File: src/sci_pkg.sv
// constants, field layouts and carrier types of the serial interface
// assumes a single clk domain; the receive pin is resynchronised inside the block
package sci_pkg;
   // register byte offsets on the avalon-mm slave
   localparam logic [4:0] OFS_STATUS = 5'h00;
   localparam logic [4:0] OFS_DATA = 5'h04;
   localparam logic [4:0] OFS_CTRL1 = 5'h08;
   localparam logic [4:0] OFS_CTRL2 = 5'h0C;
   localparam logic [4:0] OFS_BAUD = 5'h10;
   // status_port_reg bit positions
   localparam int ST_TXE = 7;
   localparam int ST_TC = 6;
   localparam int ST_RXF = 5;
   localparam int ST_IDLE = 4;
   localparam int ST_OVR = 3;
   localparam int ST_NOISE = 2;
   localparam int ST_FE = 1;
   // control_reg_one bit positions
   localparam int C1_RX9 = 7;
   localparam int C1_TX9 = 6;
   localparam int C1_WORD9 = 4;
   // prescaler values selected by baud_prescale_field
   localparam logic [10:0] PRE_SEL0 = 11'h001;
   localparam logic [10:0] PRE_SEL1 = 11'h003;
   localparam logic [10:0] PRE_SEL2 = 11'h004;
   localparam logic [10:0] PRE_SEL3 = 11'h00D;
   // frame lengths in bits (start + data + stop)
   localparam logic [3:0] FRAME_BITS_8 = 4'hA;
   localparam logic [3:0] FRAME_BITS_9 = 4'hB;
   localparam logic [3:0] DATA_BITS_8 = 4'h8;
   localparam logic [3:0] DATA_BITS_9 = 4'h9;
   // oversampling: 16 ticks a bit, index 16 wraps to zero
   localparam logic [3:0] TICK_LAST = 4'hF;
   localparam logic [3:0] SMP_3 = 4'h3;
   localparam logic [3:0] SMP_5 = 4'h5;
   localparam logic [3:0] SMP_7 = 4'h7;
   localparam logic [3:0] SMP_8 = 4'h8;
   localparam logic [3:0] SMP_10 = 4'hA;
   // ticks of an all-ones frame on the receive line
   localparam logic [7:0] IDLE_TICKS_8 = 8'hA0;
   localparam logic [7:0] IDLE_TICKS_9 = 8'hB0;
   // software controls carried as one word
   typedef struct packed {
      logic word9;      // 9-bit words
      logic tx9;        // tx_ninth_bit
      logic ien_txe;    // tx_empty_irq_en
      logic ien_tc;     // tx_done_irq_en
      logic ien_rx;     // rx_full_irq_en
      logic ien_idle;   // idle_irq_en
      logic te;         // tx_enable
      logic re;         // rx_enable
      logic brk;        // send_break_ctrl
   } ctrl_t;
   // baud_select_reg layout
   typedef struct packed {
      logic [1:0] pre;  // baud_prescale_field
      logic [2:0] tdiv; // tx_divider_field
      logic [2:0] rdiv; // rx_divider_field
   } baud_t;
   typedef enum logic [2:0] {TX_OFF, TX_READY, TX_PREAMBLE, TX_DATA, TX_BREAK, TX_MARK} tx_state_t;
   typedef enum logic [1:0] {RX_OFF, RX_HUNT, RX_FRAME} rx_state_t;
endpackage

File: src/sci_baud_tick.sv
// oversampling tick generator: one pulse every prescaler * 2**divider clocks
// assumes the selection stays still while run is high
module sci_baud_tick #(
   parameter int CW = 11
) (
   input wire logic clk,
   input wire logic nrst,
   input wire logic en,
   input wire logic run,
   input wire logic [1:0] pre_sel,
   input wire logic [2:0] div_sel,
   output logic tick
);
   typedef struct packed {
      logic [CW-1:0] cnt; // clocks since last tick
      logic tick;         // one-cycle pulse
   } bt_t;
   bt_t q;
   bt_t n;
   logic [CW-1:0] pre;
   logic [CW-1:0] limit;

   ////////////////////////////////////////////////////////////////////////////
   // divider ratio; 13 * 128 is the largest and still fits CW bits
   always_comb begin
      unique case (pre_sel)
         2'h0: pre = CW'(sci_pkg::PRE_SEL0);
         2'h1: pre = CW'(sci_pkg::PRE_SEL1);
         2'h2: pre = CW'(sci_pkg::PRE_SEL2);
         2'h3: pre = CW'(sci_pkg::PRE_SEL3);
      endcase
      limit = CW'((pre << div_sel) - CW'(1));
      n = q;
      n.tick = 1'b0;
      // stopped divider restarts from zero so the first tick is a full period
      if (!run) begin
         n.cnt = '0;
      end else if (q.cnt >= limit) begin
         n.cnt = '0;
         n.tick = 1'b1;
      end else begin
         n.cnt = CW'(q.cnt + CW'(1));
      end
   end

   // state register, frozen while en is low
   always_ff @(posedge clk) begin
      if (!nrst) begin
         q <= '0;
      end else if (en) begin
         q <= n;
      end
   end
   assign tick = q.tick;
endmodule

File: src/sci_pin_sync.sv
// two-flop synchroniser for the asynchronous receive pin
// assumes the pin idles high; reset loads ones so no false start is seen
module sci_pin_sync (
   input wire logic clk,
   input wire logic nrst,
   input wire logic en,
   input wire logic pin,
   output logic q_sync
);
   typedef struct packed {
      logic s1; // metastable stage, read only by s2
      logic s2; // safe stage
   } ps_t;
   ps_t q;
   ps_t n;

   ////////////////////////////////////////////////////////////////////////////
   // shift the pin through both stages
   always_comb begin
      n = q;
      n.s1 = pin;
      n.s2 = q.s1;
   end

   // state register
   always_ff @(posedge clk) begin
      if (!nrst) begin
         q <= '1;
      end else if (en) begin
         q <= n;
      end
   end
   assign q_sync = q.s2;
endmodule

File: src/sci_top.sv
// full-duplex asynchronous serial interface with avalon-mm register slave
// assumes clk at 40 MHz, serial_rx_pin asynchronous, cpu_mask_flag on clk
// Function
// - word length 8 or 9 bits both ways
// - start bit low, stop bit high
// - idle frame is a whole frame of ones
// - ninth transmitted bit comes from tx_ninth_bit
// - both directions shift least significant bit first
// - enable sends idle; re-enable during a running frame drops holding buffer
// - status then data write clears transmit flags
// - busy write fills holding, idle write starts directly
// - tx_empty_flag on holding move, maskable interrupt
// - tx_done_flag after stop or break frame
// - break frames while set, then one mark bit
// - received ninth bit goes to rx_ninth_bit
// - rx_enable starts the start bit search
// - character moves to holding, sets rx_full_flag
// - software empties holding before next character ends
// - overrun keeps holding, sets flag, shift overwritten
// - idle frame acts as character plus interrupt
// - samples 8-10 must agree else noise flag
// - false start discarded, noise shown with next frame
// - missing stop or break sets framing flag
// - independent rates: clock over 16, prescaler, divider
// - enabled and quiet line held high
// - sixteen samples a bit, majority of 8-10
//
// Decided for this implementation: register access over Avalon-MM and the register addresses.
module sci_top (
   input wire logic clk,
   input wire logic nrst,
   input wire logic en,
   input wire logic [4:0] address,
   input wire logic read,
   input wire logic write,
   input wire logic [3:0] byteenable,
   input wire logic [31:0] writedata,
   output logic [31:0] readdata,
   output logic waitrequest,
   input wire logic cpu_mask_flag,
   input wire logic serial_rx_pin,
   output logic serial_tx_pin,
   output logic serial_tx_oe,
   output logic irq_req
);
   typedef struct packed {
      logic wreq;                  // waitrequest
      logic [7:0] rdata;           // read data
      logic armed;                 // status seen, data access pending
      sci_pkg::ctrl_t ctl;         // software controls
      sci_pkg::baud_t baud;        // rate selection
      logic tx_empty;              // tx_empty_flag
      logic tx_done;               // tx_done_flag
      logic rx_full;               // rx_full_flag
      logic idle;                  // idle line flag
      logic ovr;                   // rx_overrun_flag
      logic noise;                 // rx_noise_flag
      logic fe;                    // rx_framing_flag
      logic rx9;                   // rx_ninth_bit
      logic [7:0] rhold;           // rx_holding_buffer
      logic [7:0] thold;           // tx_holding_buffer
      logic hold_full;             // holding buffer in use
      sci_pkg::tx_state_t tstate;  // transmitter state
      logic [10:0] tsh;            // transmit shift register
      logic [3:0] tbits;           // bits left in frame
      logic [3:0] tticks;          // ticks in current bit
      logic pend_idle;             // idle frame owed after this frame
      logic te_prev;               // tx_enable last cycle
      logic tdo;                   // serial_tx_pin
      logic tdo_oe;                // serial_tx_oe
      sci_pkg::rx_state_t rstate;  // receiver state
      logic [2:0] hist;            // last three line samples
      logic [3:0] rticks;          // sample index in bit
      logic [3:0] rbits;           // bit index, 0 is start
      logic [2:0] votes;           // samples 8..10
      logic fnoise;                // noise seen in this frame
      logic npend;                 // noise from a false start
      logic [8:0] rsh;             // receive shift register
      logic [7:0] idle_cnt;        // consecutive one-ticks
      logic idle_armed;            // a frame seen since last idle
      logic irq;                   // interrupt request
   } st_t;
   st_t q;
   st_t n;
   logic ttick;      // transmit oversample tick
   logic rtick;      // receive oversample tick
   logic rxd;        // resynchronised receive line
   logic acc;        // request taken this edge
   logic wr;         // write taken
   logic rd;         // read taken
   logic wr_data;    // write to data_port_reg taken
   logic rd_data;    // read of data_port_reg taken
   logic [7:0] wd;   // write byte
   logic [7:0] rmux; // read mux
   logic [3:0] flen; // frame length in bits
   logic [3:0] dlen; // data bits

   ////////////////////////////////////////////////////////////////////////////
   // rate generators: separate dividers so the two rates are independent
   sci_baud_tick #(.CW(11)) u_tx_rate (
      .clk(clk),
      .nrst(nrst),
      .en(en),
      .run(q.tstate != sci_pkg::TX_OFF),
      .pre_sel(q.baud.pre),
      .div_sel(q.baud.tdiv),
      .tick(ttick)
   );
   sci_baud_tick #(.CW(11)) u_rx_rate (
      .clk(clk),
      .nrst(nrst),
      .en(en),
      .run(q.ctl.re),
      .pre_sel(q.baud.pre),
      .div_sel(q.baud.rdiv),
      .tick(rtick)
   );
   sci_pin_sync u_rx_sync (
      .clk(clk),
      .nrst(nrst),
      .en(en),
      .pin(serial_rx_pin),
      .q_sync(rxd)
   );

   ////////////////////////////////////////////////////////////////////////////
   // bus decode: a request is taken on the edge where waitrequest is low
   assign acc = (read | write) & ~q.wreq;
   assign wr = acc & write & byteenable[0];
   assign rd = acc & read;
   assign wr_data = wr && (address == sci_pkg::OFS_DATA);
   assign rd_data = rd && (address == sci_pkg::OFS_DATA);
   assign wd = writedata[7:0];
   assign flen = q.ctl.word9 ? sci_pkg::FRAME_BITS_9 : sci_pkg::FRAME_BITS_8;
   assign dlen = q.ctl.word9 ? sci_pkg::DATA_BITS_9 : sci_pkg::DATA_BITS_8;

   // frame image, sent from bit 0 upward: start, data lsb first, ninth, stop
   function automatic logic [10:0] frame_of(input logic [7:0] d, input logic w9, input logic t9);
      frame_of = {1'b1, (w9 ? t9 : 1'b1), d, 1'b0};
   endfunction

   // read mux; unmapped offsets read as zero
   always_comb begin
      unique case (address)
         sci_pkg::OFS_STATUS: rmux = {q.tx_empty, q.tx_done, q.rx_full, q.idle, q.ovr, q.noise, q.fe, 1'b0};
         sci_pkg::OFS_DATA: rmux = q.rhold;
         sci_pkg::OFS_CTRL1: rmux = {q.rx9, q.ctl.tx9, 1'b0, q.ctl.word9, 4'h0};
         sci_pkg::OFS_CTRL2: rmux = {q.ctl.ien_txe, q.ctl.ien_tc, q.ctl.ien_rx, q.ctl.ien_idle,
                                     q.ctl.te, q.ctl.re, 1'b0, q.ctl.brk};
         sci_pkg::OFS_BAUD: rmux = q.baud;
         default: rmux = 8'h00;
      endcase
   end

   ////////////////////////////////////////////////////////////////////////////
   // next state of the whole block
   always_comb begin
      logic [3:0] s;
      logic [2:0] v;
      logic maj;
      logic unan;
      s = 4'h0;
      v = 3'h0;
      maj = 1'b0;
      unan = 1'b0;
      n = q;
      // one wait cycle, then a single accept cycle
      n.wreq = !((read | write) && q.wreq);
      if ((read | write) && q.wreq) begin
         n.rdata = rmux;
      end
      // register writes
      if (wr && address == sci_pkg::OFS_CTRL1) begin
         n.ctl.tx9 = wd[sci_pkg::C1_TX9];
         n.ctl.word9 = wd[sci_pkg::C1_WORD9];
      end
      if (wr && address == sci_pkg::OFS_CTRL2) begin
         {n.ctl.ien_txe, n.ctl.ien_tc, n.ctl.ien_rx, n.ctl.ien_idle, n.ctl.te, n.ctl.re} = wd[7:2];
         n.ctl.brk = wd[0];
      end
      if (wr && address == sci_pkg::OFS_BAUD) begin
         n.baud = wd;
      end
      // status-then-data clearing; hardware sets below win over these clears
      if (rd && address == sci_pkg::OFS_STATUS) begin
         n.armed = 1'b1;
      end
      if (wr_data || rd_data) begin
         n.armed = 1'b0;
      end
      if (wr_data && q.armed) begin
         n.tx_empty = 1'b0;
         n.tx_done = 1'b0;
      end
      if (rd_data && q.armed) begin
         {n.rx_full, n.idle, n.ovr, n.noise, n.fe} = 5'h00;
      end

      // ---- transmitter ----
      n.te_prev = q.ctl.te;
      if (wr_data) begin
         if (q.tstate == sci_pkg::TX_READY && q.ctl.te && !q.ctl.brk && !q.hold_full) begin
            n.tsh = frame_of(wd, q.ctl.word9, q.ctl.tx9);
            n.tstate = sci_pkg::TX_DATA;
            n.tbits = flen;
            n.tticks = 4'h0;
            n.tx_empty = 1'b1;
         end else begin
            n.thold = wd;
            n.hold_full = 1'b1;
         end
      end
      // rising tx_enable: idle frame now, or after the running frame
      if (q.ctl.te && !q.te_prev) begin
         if (q.tstate == sci_pkg::TX_OFF || q.tstate == sci_pkg::TX_READY) begin
            n.tstate = sci_pkg::TX_PREAMBLE;
            n.tsh = '1;
            n.tbits = flen;
            n.tticks = 4'h0;
         end else begin
            n.pend_idle = 1'b1;
            n.hold_full = 1'b0;
         end
      end else if (q.tstate == sci_pkg::TX_READY) begin
         // quiet line: pick up a break or a buffered word
         if (!q.ctl.te) begin
            n.tstate = sci_pkg::TX_OFF;
         end else if (q.ctl.brk) begin
            n.tstate = sci_pkg::TX_BREAK;
            n.tsh = '0;
            n.tbits = flen;
            n.tticks = 4'h0;
         end else if (q.hold_full && !wr_data) begin
            n.tstate = sci_pkg::TX_DATA;
            n.tsh = frame_of(q.thold, q.ctl.word9, q.ctl.tx9);
            n.tbits = flen;
            n.tticks = 4'h0;
            n.hold_full = 1'b0;
            n.tx_empty = 1'b1;
         end
      end else if (q.tstate != sci_pkg::TX_OFF && ttick) begin
         n.tticks = 4'(q.tticks + 4'h1);
         if (q.tticks == sci_pkg::TICK_LAST) begin
            // break frames shift in zeros so the pin stays low
            n.tsh = {(q.tstate != sci_pkg::TX_BREAK), q.tsh[10:1]};
            n.tbits = 4'(q.tbits - 4'h1);
            if (q.tbits == 4'h1) begin
               if (q.tstate == sci_pkg::TX_DATA || q.tstate == sci_pkg::TX_BREAK) begin
                  n.tx_done = 1'b1;
               end
               n.tticks = 4'h0;
               if (q.ctl.brk) begin
                  n.tstate = sci_pkg::TX_BREAK;
                  n.tsh = '0;
                  n.tbits = flen;
               end else if (q.tstate == sci_pkg::TX_BREAK) begin
                  n.tstate = sci_pkg::TX_MARK;
                  n.tsh = '1;
                  n.tbits = 4'h1;
               end else if (q.pend_idle) begin
                  n.tstate = sci_pkg::TX_PREAMBLE;
                  n.tsh = '1;
                  n.tbits = flen;
                  n.pend_idle = 1'b0;
               end else if (n.hold_full && q.ctl.te) begin
                  n.tstate = sci_pkg::TX_DATA;
                  n.tsh = frame_of(n.thold, q.ctl.word9, q.ctl.tx9);
                  n.tbits = flen;
                  n.hold_full = 1'b0;
                  n.tx_empty = 1'b1;
               end else begin
                  n.tstate = sci_pkg::TX_READY;
               end
            end
         end
      end
      // quiet or released line stands high
      n.tdo = (n.tstate == sci_pkg::TX_OFF || n.tstate == sci_pkg::TX_READY) ? 1'b1 : n.tsh[0];
      n.tdo_oe = n.ctl.te | n.ctl.re;

      // ---- receiver ----
      if (!q.ctl.re) begin
         n.rstate = sci_pkg::RX_OFF;
      end else if (q.rstate == sci_pkg::RX_OFF) begin
         n.rstate = sci_pkg::RX_HUNT;
         n.idle_cnt = 8'h00;
         n.idle_armed = 1'b0;
      end else if (rtick) begin
         n.hist = {q.hist[1:0], rxd};
         if (q.rstate == sci_pkg::RX_HUNT) begin
            if (!rxd) begin
               // falling edge: starts a frame, noise unless after three ones
               n.rstate = sci_pkg::RX_FRAME;
               n.rticks = 4'h1;
               n.rbits = 4'h0;
               n.fnoise = (q.hist != 3'h7);
               n.idle_cnt = 8'h00;
               n.idle_armed = 1'b1;
            end else begin
               n.idle_cnt = 8'(q.idle_cnt + 8'h01);
               if (q.idle_armed && n.idle_cnt == (q.ctl.word9 ? sci_pkg::IDLE_TICKS_9 : sci_pkg::IDLE_TICKS_8)) begin
                  n.idle_armed = 1'b0;
                  n.idle = 1'b1;
                  if (n.rx_full) begin
                     n.ovr = 1'b1;
                  end else begin
                     n.rx_full = 1'b1;
                  end
               end
            end
         end else begin
            s = 4'(q.rticks + 4'h1);
            n.rticks = s;
            if (q.rbits == 4'h0 && (s == sci_pkg::SMP_3 || s == sci_pkg::SMP_5 || s == sci_pkg::SMP_7) && rxd) begin
               n.fnoise = 1'b1;
            end
            if (s >= sci_pkg::SMP_8 && s <= sci_pkg::SMP_10) begin
               n.votes = {q.votes[1:0], rxd};
            end
            if (s == sci_pkg::SMP_10) begin
               v = {q.votes[1:0], rxd};
               maj = (v[0] & v[1]) | (v[0] & v[2]) | (v[1] & v[2]);
               unan = (v == 3'h0) || (v == 3'h7);
               n.rbits = 4'(q.rbits + 4'h1);
               if (q.rbits == 4'h0) begin
                  if (maj) begin
                     n.rstate = sci_pkg::RX_HUNT;
                     n.npend = 1'b1;
                  end else if (!unan) begin
                     n.fnoise = 1'b1;
                  end
               end else if (q.rbits <= dlen) begin
                  n.rsh = {maj, q.rsh[8:1]};
                  n.fnoise = q.fnoise | !unan;
               end else begin
                  n.rstate = sci_pkg::RX_HUNT;
                  if (n.rx_full) begin
                     n.ovr = 1'b1;
                  end else begin
                     n.rx_full = 1'b1;
                     n.rhold = q.ctl.word9 ? q.rsh[7:0] : q.rsh[8:1];
                     n.rx9 = q.ctl.word9 & q.rsh[8];
                     n.noise = q.fnoise | q.npend | !unan;
                     n.fe = !maj;
                     n.npend = 1'b0;
                  end
               end
            end
         end
      end

      // interrupt request, gated by the cpu mask
      n.irq = !cpu_mask_flag && ((q.ctl.ien_txe & q.tx_empty) | (q.ctl.ien_tc & q.tx_done) |
              (q.ctl.ien_rx & (q.rx_full | q.ovr)) | (q.ctl.ien_idle & q.idle));
   end

   // state register, frozen while en is low
   always_ff @(posedge clk) begin
      if (!nrst) begin
         q <= '0;
         q.wreq <= 1'b1;
         q.tx_empty <= 1'b1;
         q.tx_done <= 1'b1;
         q.tdo <= 1'b1;
         q.hist <= 3'h7;
      end else if (en) begin
         q <= n;
      end
   end
   assign readdata = {24'h000000, q.rdata};
   assign waitrequest = q.wreq;
   assign serial_tx_pin = q.tdo;
   assign serial_tx_oe = q.tdo_oe;
   assign irq_req = q.irq;
endmodule

File: config.mk
export PLATFORM = sky130hd
export DESIGN_NAME = sci_top
export DESIGN_NICKNAME = d
export VERILOG_FILES = /design/src/sci_pkg.sv /design/src/sci_baud_tick.sv /design/src/sci_pin_sync.sv /design/src/sci_top.sv
export SDC_FILE = /design/constraint.sdc
export NUM_CORES = 1
export LEC_CHECK = 0
export BUFFER_PORTS_ARGS = -buffer_cell sky130_fd_sc_hd__buf_2
export CAP_MARGIN = 20
export CORE_AREA = 2 2 164 166
export DETAILED_ROUTE_END_ITERATION = 8
export DIE_AREA = 0 0 166 168
export PLACE_DENSITY = 0.57
export SLEW_MARGIN = 10
export SYNTH_ARGS = -nofsm -noshare
export SYNTH_HDL_FRONTEND = slang
export SYNTH_SLANG_ARGS = --single-unit
File: constraint.sdc
create_clock -name clk -period 5.5 [get_ports clk]
set_input_delay 1.375 -clock clk [delete_from_list [all_inputs] [get_ports clk]]
set_output_delay 1.375 -clock clk [all_outputs]
set_load 0.02 [all_outputs]
==> flow_summary.toml, run 1 <==
[synthesis]
async_flop_share = 0
synth-compound-area-share = 0.2431
synth_xor_area_frac = 0.01657
ys_warn_count = 0
synth_edf_count = 0
synth_flop_cell = "dfxtp_1"
synth_top_area_share = 0.3119
ys_seq_elements = 140
synth_top_family_by_area = "compound AO/OA/AOI/OAI gates"
synth_mux_area_frac = 0.06586
avgSynthCellArea_um2 = 7.667
synthAdderAreaFrac = 0.05597
synth_area_leaders = "dfxtp_1 31%, mux2i_1 6.5%, nor2_1 6.0%"
seq_area_frac_synth = 0.3119
netlist_instances = 1172
synth_cell_types = 80
synth-simple-area-share = 0.2331
syn_area_um2 = 8986
yosysTopAreaCell = "dfxtp_1"

[detailed_routing]
via_per_inst = 5.675
drc = 0
wl_um = 24790
drt_first_pass_iters = 6
wl_per_cell_um = 16.47
via_count = 8541
drtAntennaViolNets = 0
drt_iter0_markers = 773

[worst_setup_path]
reg2reg_depth = 17
crit_slowest_cell = "dfxtp_1"
crit_chain = "clkinv_1 -> o21ai_0 -> nand2_1 -> ha_1 -> nor2b_1 -> nor3_1 -> a21oi_1 -> nor2_1 -> a211oi_1 -> ha_1 -> nor4_1 -> nand2_1 -> a211oi_1 -> o21ai_0 -> a21oi_1 -> nand3_1 -> o311ai_0"
cp_num_cells = 17
crit_fanout = 14
critPathMaxStageDelay_ns = 0.65
cp_data_arrival_time_ns = 4.70
critPathRequiredTime_ns = 5.82
worstSetupStartpointType = "register"
end_kind = "register"
critPathKind = "reg -> reg"
crit_buf_inv = 1
crit_start = "q[91]"
path_delay_family = "compound AO/OA/AOI/OAI gates"
r2r_start = "q[91]"

[clock_network]
cts-htree-levels = 4
path_clk_slew_ns = 0.06
numCtsBuffers = 17
clock_sinks = 140
cts.repair.resized = 0
postCtsSetupBuffers = 0
cts_tree = "done"
cts-root-buf = "clkbuf_16"
worstSkewPairLatency_ns = 0.43
clockBufferDepth = 2
hold_buffers = 0

[sta]
finalHoldViolCount = 0
slew_headroom = 0.2707
finalMaxSlewViolations = 0
worst_pin_slew_ns = 1.090
setup_violations = 0
finClkSkew_ns = 0.009508
whs_ns = 0.4630
period_minus_slack_ns = 4.384
timing.setup.tns_ns = 0
min_period_over_period = 0.7970
rsz0062_at_grt = "no"
fmax_ghz = 0.2281

[power]
power_switching_uw = 576.7
switching_share = 0.2537
powerDensity_nw_per_um2 = 232.5
internal_power_uw = 1696
pwr-share-seq = 0.453
leakage_uw = 0.003566
comb_power_share = 0.051
clock_power_share = 0.496
ir_worst_vdd_v = 0.0001765

[global_routing]
grt_use_total = 0.1781
grt_pass1_vias = 7824
antenna_found_initial = 2
gr-total-overflow = 0
grt_pass1_wl_um = 41160
grt_max_degree = 41

[hold_path]
hold_path_startpoint = "q[44]"
min_path_type = "reg -> reg"
min_path_cells = 1

[placement]
io_buffers = 32
dp_hpwl_um = 17090
gp_congestion = 0.8437

[floorplan]
core-area_um2 = 26350
rows = 60
die_h_um = 168
start_util = 0.3410
die_area_um2 = 27890
die_w_um = 166
io_pins = 84

[run]
max_cap_violations = 0

[final_layout]
area_growth_pct = 8.772
fillerInstances = 2758
num-nets-final = 1235
drive_above_1_share = 0.08598

[status]
status = "completed"
[routing by layer]
layer | part of all wire | wire length, um | global-route usage
met4 | 0.014 | 336 | 0.04726
met1 | 0.48 | 11780 | 0.2440
met3 | 0.061 | 1523 | 0.03902
met2 | 0.45 | 11130 | 0.2838
met5 | 0.00052 | 13 | 0
[kinds of logic (layout without fill, tap and decap cells)]
group | count (synthesis) | count (layout)
and+or+nand+nor | 443 | 443
AOI/OAI and AO/OA | 336 | 336
buffers and inverters | 135 | 103
DFF | 140 | 140
other | 1 | 25
muxes | 59 | 59
xor gates and xnor gates | 17 | 17
adders and majority gates | 41 | 41
[cell usage after synthesis, drive strengths merged, types with 15 or more instances]
master	n
inv	22
o21ai	80
a211oi	21
o211ai	15
ha	37
nand2	117
dfxtp	140
mux2i	58
buf	52
clkbuf	58
nor3	33
and3	16
nand3	51
a21oi	84
a31oi	27
nor2	146
[final cells by class]
cell class                      instances  area (um^2)  area share
Antenna cell                            1        2.502   0.0002560
Timing Repair Buffer                   46        265.3     0.02714
Clock inverter                         13        117.6     0.01203
Tap cell                              341        426.7     0.04365
Inverter                               25        93.84    0.009601
Clock buffer                           19        452.9     0.04634
Multi-Input combinational cell        920         5613      0.5742
Sequential cell                       140         2803      0.2867
[cells in the final DEF, fill, tap and decap left out, types with 31 or more instances in the layout]
cell,netlist,final
nand2_1,116,116
nor2_1,144,144
dfxtp_1,140,140
a21oi_1,84,84
o21ai_0,79,79
nor3_1,31,31
nand3_1,51,51
mux2i_1,58,58
ha_1,37,37
buf_2,10,32
[registers in the layout, indices dropped and copies added, names as in the netlist, 8 cells and up]
register / count
q: 101
u_rx_rate.q: 11
u_tx_rate.q: 11
readdata: 8
[worst paths after layout]
path	to	slack, ns
worst max-delay path	u_tx_rate.q[8]	1.12
worst min-delay path	q[44]	0.46
worst max register to register	u_tx_rate.q[8]	1.12
worst min register to register	q[44]	0.46
[power by group through the flow]
stage,sequential [uW],combinational [uW],clock (uW)
final,1030,116,1130
after global routing,1030,127,1190
after CTS,1030,115,1150
after detailed placement,1050,114,0
after global placement,1050,114,0
after floorplan,1050,91.5,0
[worst reg2reg max path, stage by stage (launching register included)]
cell	delay [ns]
dfxtp_1	0.65
clkinv_1	0.40
o21ai_0	0.25
nand2_1	0.08
ha_1	0.33
nor2b_1	0.21
nor3_1	0.17
a21oi_1	0.09
nor2_1	0.09
a211oi_1	0.08
ha_1	0.25
nor4_1	0.26
nand2_1	0.13
a211oi_1	0.21
o21ai_0	0.17
a21oi_1	0.63
nand3_1	0.15
o311ai_0	0.13
[metrics by stage]
| step | worst slack (ns) | instances | total power [uW] | util | area [um^2] |
|---|---|---|---|---|---|
| after global routing | 0.6338 | 1505 | 2345 | 0.3709 | 9774 |
| after CTS | 1.164 | 1504 | 2292 | 0.3708 | 9772 |
| after floorplan | 1.654 | 1195 | 1138 | - | 9072 |
| after detailed placement | 1.182 | 1472 | 1165 | 0.3492 | 9201 |
| final | 1.116 | 1505 | 2273 | 0.3709 | 9774 |
| after global placement | 1.272 | 1472 | 1164 | 0.3492 | 9201 |
No activity file was read; power rests on OpenSTA's default activity.
==> inputs of run 2 (changes only) <==
PLACE_DENSITY = 0.59   (was 0.57)
clock period = 4 ns   (was 5.5 ns; I/O delays follow)
==> run 2 against run 1 <==
  * Global-route usage fell by 0.50 points
  * Total power rose by 38%
  * Count of clock-buffer cells in the layout fell by 1
  * Register-to-register slack got worse by 0.71 ns
  * Fmax rose by 22%
==> flow_summary.toml, run 2 (same netlist as run 1, synthesis figures left out) <==
[detailed_routing]
drc = 0
drt_first_pass_iters = 8
drt_iter0_markers = 949
via_per_inst = 5.562
wl_per_cell_um = 16.18
dr_wl_met2_um = 10670
maxUsedRoutingLayer = "met5"
wl_met1_um = 12290
wl_um = 24610
drtAntennaViolNets = 0
via_count = 8460
dr_wl_met3_um = 1247

[final_layout]
final_util = 0.3764
design_area_um2 = 9918
drive_above_1_share = 0.09924
largest_register_ffs = 101
top_regs = "q: 101 flops, u_rx_rate.q: 11 flops, u_tx_rate.q: 11 flops"
mostFrequentLayoutCells = "144 x nor2_1, 140 x dfxtp_1, 116 x nand2_1"
final_common_cell = "nor2_1"
area_growth_pct = 10.37
stdcell_count = 1521
fillerInstances = 2745
regMostFlops = "q"
num-nets-final = 1251

[global_routing]
antenna_found_initial = 3
grt_pass1_vias = 7660
grt_max_degree = 93
grt_pass1_wl_um = 40130
grt_use_total = 0.1731
gr-total-overflow = 0

[floorplan]
die_w_um = 166
die_h_um = 168
io_pins = 84
start_util = 0.3410
core-area_um2 = 26350
die_area_um2 = 27890
rows = 60

[sta]
worst_pin_slew_ns = 0.7320
min_period_over_period = 0.8978
rsz0062_at_grt = "no"
slew_headroom = 0.5120
worst_slack_ns = 0.4089
finalHoldViolCount = 0
fmax_ghz = 0.2785
finalMaxSlewViolations = 0
timing.setup.tns_ns = 0
setup_violations = 0
finClkSkew_ns = 0.01385
period_minus_slack_ns = 3.591

[worst_setup_path]
crit_fanout = 11
end_kind = "register"
worstSetupStartpointType = "register"
crit_buf_inv = 3
cp_data_arrival_time_ns = 3.95
critPathKind = "reg -> reg"
critPathRequiredTime_ns = 4.36
crit_slowest_cell = "dfxtp_1"
crit_chain = "inv_1 -> buf_4 -> o21ai_0 -> o21ai_0 -> nand2_1 -> ha_1 -> nor2b_1 -> nor3_1 -> a21oi_1 -> nor2_1 -> a211oi_1 -> ha_1 -> o21ai_0 -> o21ai_0 -> a21oi_1 -> o21a_1 -> buf_4 -> a21boi_0 -> o21ai_0 -> o21ai_0"
path_delay_family = "compound AO/OA/AOI/OAI gates"
cpMostUsedCell = "o21ai_0"
critPathMaxStageDelay_ns = 0.34

[status]
status = "completed"

[clock_network]
clockBufferDepth = 2
path_clk_slew_ns = 0.07
cts.repair.resized = 0
hold_buffers = 0
cts_tree = "done"
numCtsBuffers = 17
postCtsSetupBuffers = 0
worstSkewPairLatency_ns = 0.43
clock_sinks = 140
cts-root-buf = "clkbuf_16"
cts-htree-levels = 4

[placement]
dp_slack_ns = 0.4265
dp_hpwl_um = 16980
gp_congestion = 0.8545
place_area_um2 = 9334
io_buffers = 32
dp_cells = 1488

[power]
powerDensity_nw_per_um2 = 317.1
ir_worst_vdd_v = 0.0002087
leakage_uw = 0.003646

[hold_path]
min_path_type = "reg -> reg"

[run]
max_cap_violations = 0
[run 2: metal layers]
layer  GRT usage  up-vias
met2      0.2648      239
met3     0.03456       30
li1            -     4218
met1      0.2476     3969
met4     0.04726        4
met5           0        -
[run 2: final timing paths]
kind         depth (start not counted)  slack [ns]   from        endpoint
max reg2reg                         20        0.41  q[95]  u_rx_rate.q[8]
min reg2reg                          1        0.46  q[44]           q[44]
max                                 20        0.41  q[95]  u_rx_rate.q[8]
min                                  1        0.46  q[44]           q[44]
[run 2: area by class of cell]
type | instances | area [um^2] | share of cell area
Sequential cell | 140 | 2803 | 0.2826
Antenna cell | 1 | 2.502 | 0.0002523
Tap cell | 341 | 426.7 | 0.04302
Clock inverter | 14 | 135.1 | 0.01362
Multi-Input combinational cell | 920 | 5613 | 0.5659
Clock buffer | 18 | 439.2 | 0.04428
Timing Repair Buffer | 62 | 401.6 | 0.04049
Inverter | 25 | 97.59 | 0.009840
[run 2: power by group]
| part | internal (uW) | total, uW | switching, uW |
|---|---|---|---|
| clock network | 884 | 1570 | 685 |
| registers | 1400 | 1410 | 12.0 |
| logic | 43.2 | 163 | 120 |
| total | 2330 | 3150 | 817 |
[run 2: stage by stage]
| step | hold slack [ns] | total power, uW |
|---|---|---|
| after global placement | 0.4548 | 1604 |
| after CTS | 0.4711 | 3165 |
| after floorplan | 0.4259 | 1565 |
| after global routing | 0.4894 | 3249 |
| after detailed placement | 0.4605 | 1605 |
| final | 0.4648 | 3145 |
==> inputs of run 3 (changes only) <==
REMOVE_ABC_BUFFERS = 1   (was default)
==> run 3 against run 2 <==
  * Flip-flop and latch count unchanged
  * Cell count up 0.46%
  * Final area up 0.52%
  * Sequential power about the same
  * Worst setup slack worse by 0.0093 ns
==> flow_summary.toml, run 3 (same netlist as run 1, synthesis figures left out) <==
[status]
status = "completed"

[clock_network]
cts-htree-levels = 4
hold_buffers = 0
clock_sinks = 140
clockBufferDepth = 2
numCtsBuffers = 17
cts_tree = "done"
postCtsSetupBuffers = 0
cts.repair.resized = 0
path_clk_slew_ns = 0.06
cts-root-buf = "clkbuf_16"
worstSkewPairLatency_ns = 0.43

[final_layout]
drive_above_1_share = 0.1037
seq_area_um2 = 2803
area_growth_pct = 10.94
mostFrequentLayoutCells = "144 x nor2_1, 140 x dfxtp_1, 116 x nand2_1"
regMostFlops = "q"
fillerInstances = 2747
top_regs = "q: 101 flops, u_rx_rate.q: 11 flops, u_tx_rate.q: 11 flops"
final_common_cell = "nor2_1"
largest_register_ffs = 101
final_util = 0.3783
multiInputGateArea_um2 = 5617
num-nets-final = 1258

[worst_setup_path]
cpMostUsedCell = "o21ai_0"
cp_data_arrival_time_ns = 3.91
r2r_slack_ns = 0.40
crit_start = "q[88]"
end_kind = "register"
timing.rr.end = "u_rx_rate.q[6]"
crit_fanout = 10
critPathRequiredTime_ns = 4.31
crit_slowest_cell = "dfxtp_1"
crit_chain = "buf_4 -> o21ai_0 -> o21ai_0 -> nand2_1 -> ha_1 -> nor2b_1 -> nor3_1 -> a21oi_1 -> nor2_1 -> a211oi_1 -> ha_1 -> o21ai_0 -> o21ai_0 -> a21oi_1 -> o21a_1 -> nand2_1 -> o311ai_0"
path_delay_family = "compound AO/OA/AOI/OAI gates"
crit_buf_inv = 1
r2r_start = "q[88]"
timing.critical_path.to = "u_rx_rate.q[6]"
critPathMaxStageDelay_ns = 0.40
reg2reg_depth = 17
worstSetupStartpointType = "register"
cp_num_cells = 17
critPathKind = "reg -> reg"

[sta]
finalHoldViolCount = 0
finalMaxSlewViolations = 0
rsz0062_at_grt = "no"
finClkSkew_ns = 0.01045
fmax_ghz = 0.2777
timing.setup.tns_ns = 0
min_period_over_period = 0.9001
setup_violations = 0
worst_pin_slew_ns = 0.8427
slew_headroom = 0.4370
period_minus_slack_ns = 3.600

[global_routing]
grt_util_met2 = 0.2764
grt_max_degree = 39
gr-usage-met1 = 0.2433
gr-total-overflow = 0
grt.busiest_layer = "met2"
grt_pass1_vias = 7884
use_met3 = 0.02609
antenna_found_initial = 1
grt_use_total = 0.1755
grt_pass1_wl_um = 40700

[run]
max_cap_violations = 0

[power]
powerDensity_nw_per_um2 = 316.3
leakage_uw = 0.003695
ir_worst_vdd_v = 0.0002937

[floorplan]
die_h_um = 168
rows = 60
core-area_um2 = 26350
io_pins = 84
die_w_um = 166
die_area_um2 = 27890
start_util = 0.3410

[hold_path]
min_path_type = "reg -> reg"

[detailed_routing]
wl_um = 24540
drtAntennaViolNets = 0
via_count = 8586
drc = 0
wl_per_cell_um = 16.06
drt_first_pass_iters = 5
via_per_inst = 5.619
drt_iter0_markers = 657

[placement]
dp_hpwl_um = 17310
gp_congestion = 0.8934
io_buffers = 32
## run 3: changes by cell type in the layout (fill, tap and decap cells not counted), moves of 2 or more
cell / change
buf_4: +9
clkinv_4: +2
inv_6: -2
clkinvlp_4: -5
clkbuf_8: +3
## run 3: routing by layer
layer  vias to the layer above  part of all wire
met5                         -                 0
met4                         0             0.019
met3                        36             0.047
met2                       250              0.46
met1                      4060              0.48
li1                       4240                 -
## run 3: worst min path at each step
stage,startpoint,end,cells after the start
floorplan,q[49],q[49],2
global placement,q[49],q[49],2
detailed placement,q[49],q[49],2
CTS,q[44],q[44],1
global route,q[80],q[80],2
finish,q[44],q[44],1
## run 3: power by group
group	internal, uW	switching (uW)
Clock	932	646
Combinational	42.7	119
Sequential	1400	12.0
## run 3: final cells by class
type,count,area share
Antenna cell,1,0.0002510
Inverter,25,0.009413
Clock inverter,10,0.01054
Tap cell,341,0.04280
Sequential cell,140,0.2811
Clock buffer,22,0.04857
Multi-Input combinational cell,920,0.5634
Timing Repair Buffer,69,0.04393
## run 3: metrics by stage
stage / cell area, um^2 / power [uW] / setup slack (ns) / cells / hold WS, ns
after floorplan: 8509 / 1531 / 0.03807 / 1085 / 0.4259
after global placement: 9374 / 1603 / 0.3864 / 1495 / 0.4511
after detailed placement: 9374 / 1604 / 0.3415 / 1495 / 0.4508
after CTS: 9963 / 3187 / 0.3676 / 1527 / 0.4707
after global routing: 9970 / 3252 / 0.007346 / 1528 / 0.4851
final: 9970 / 3153 / 0.3996 / 1528 / 0.4713
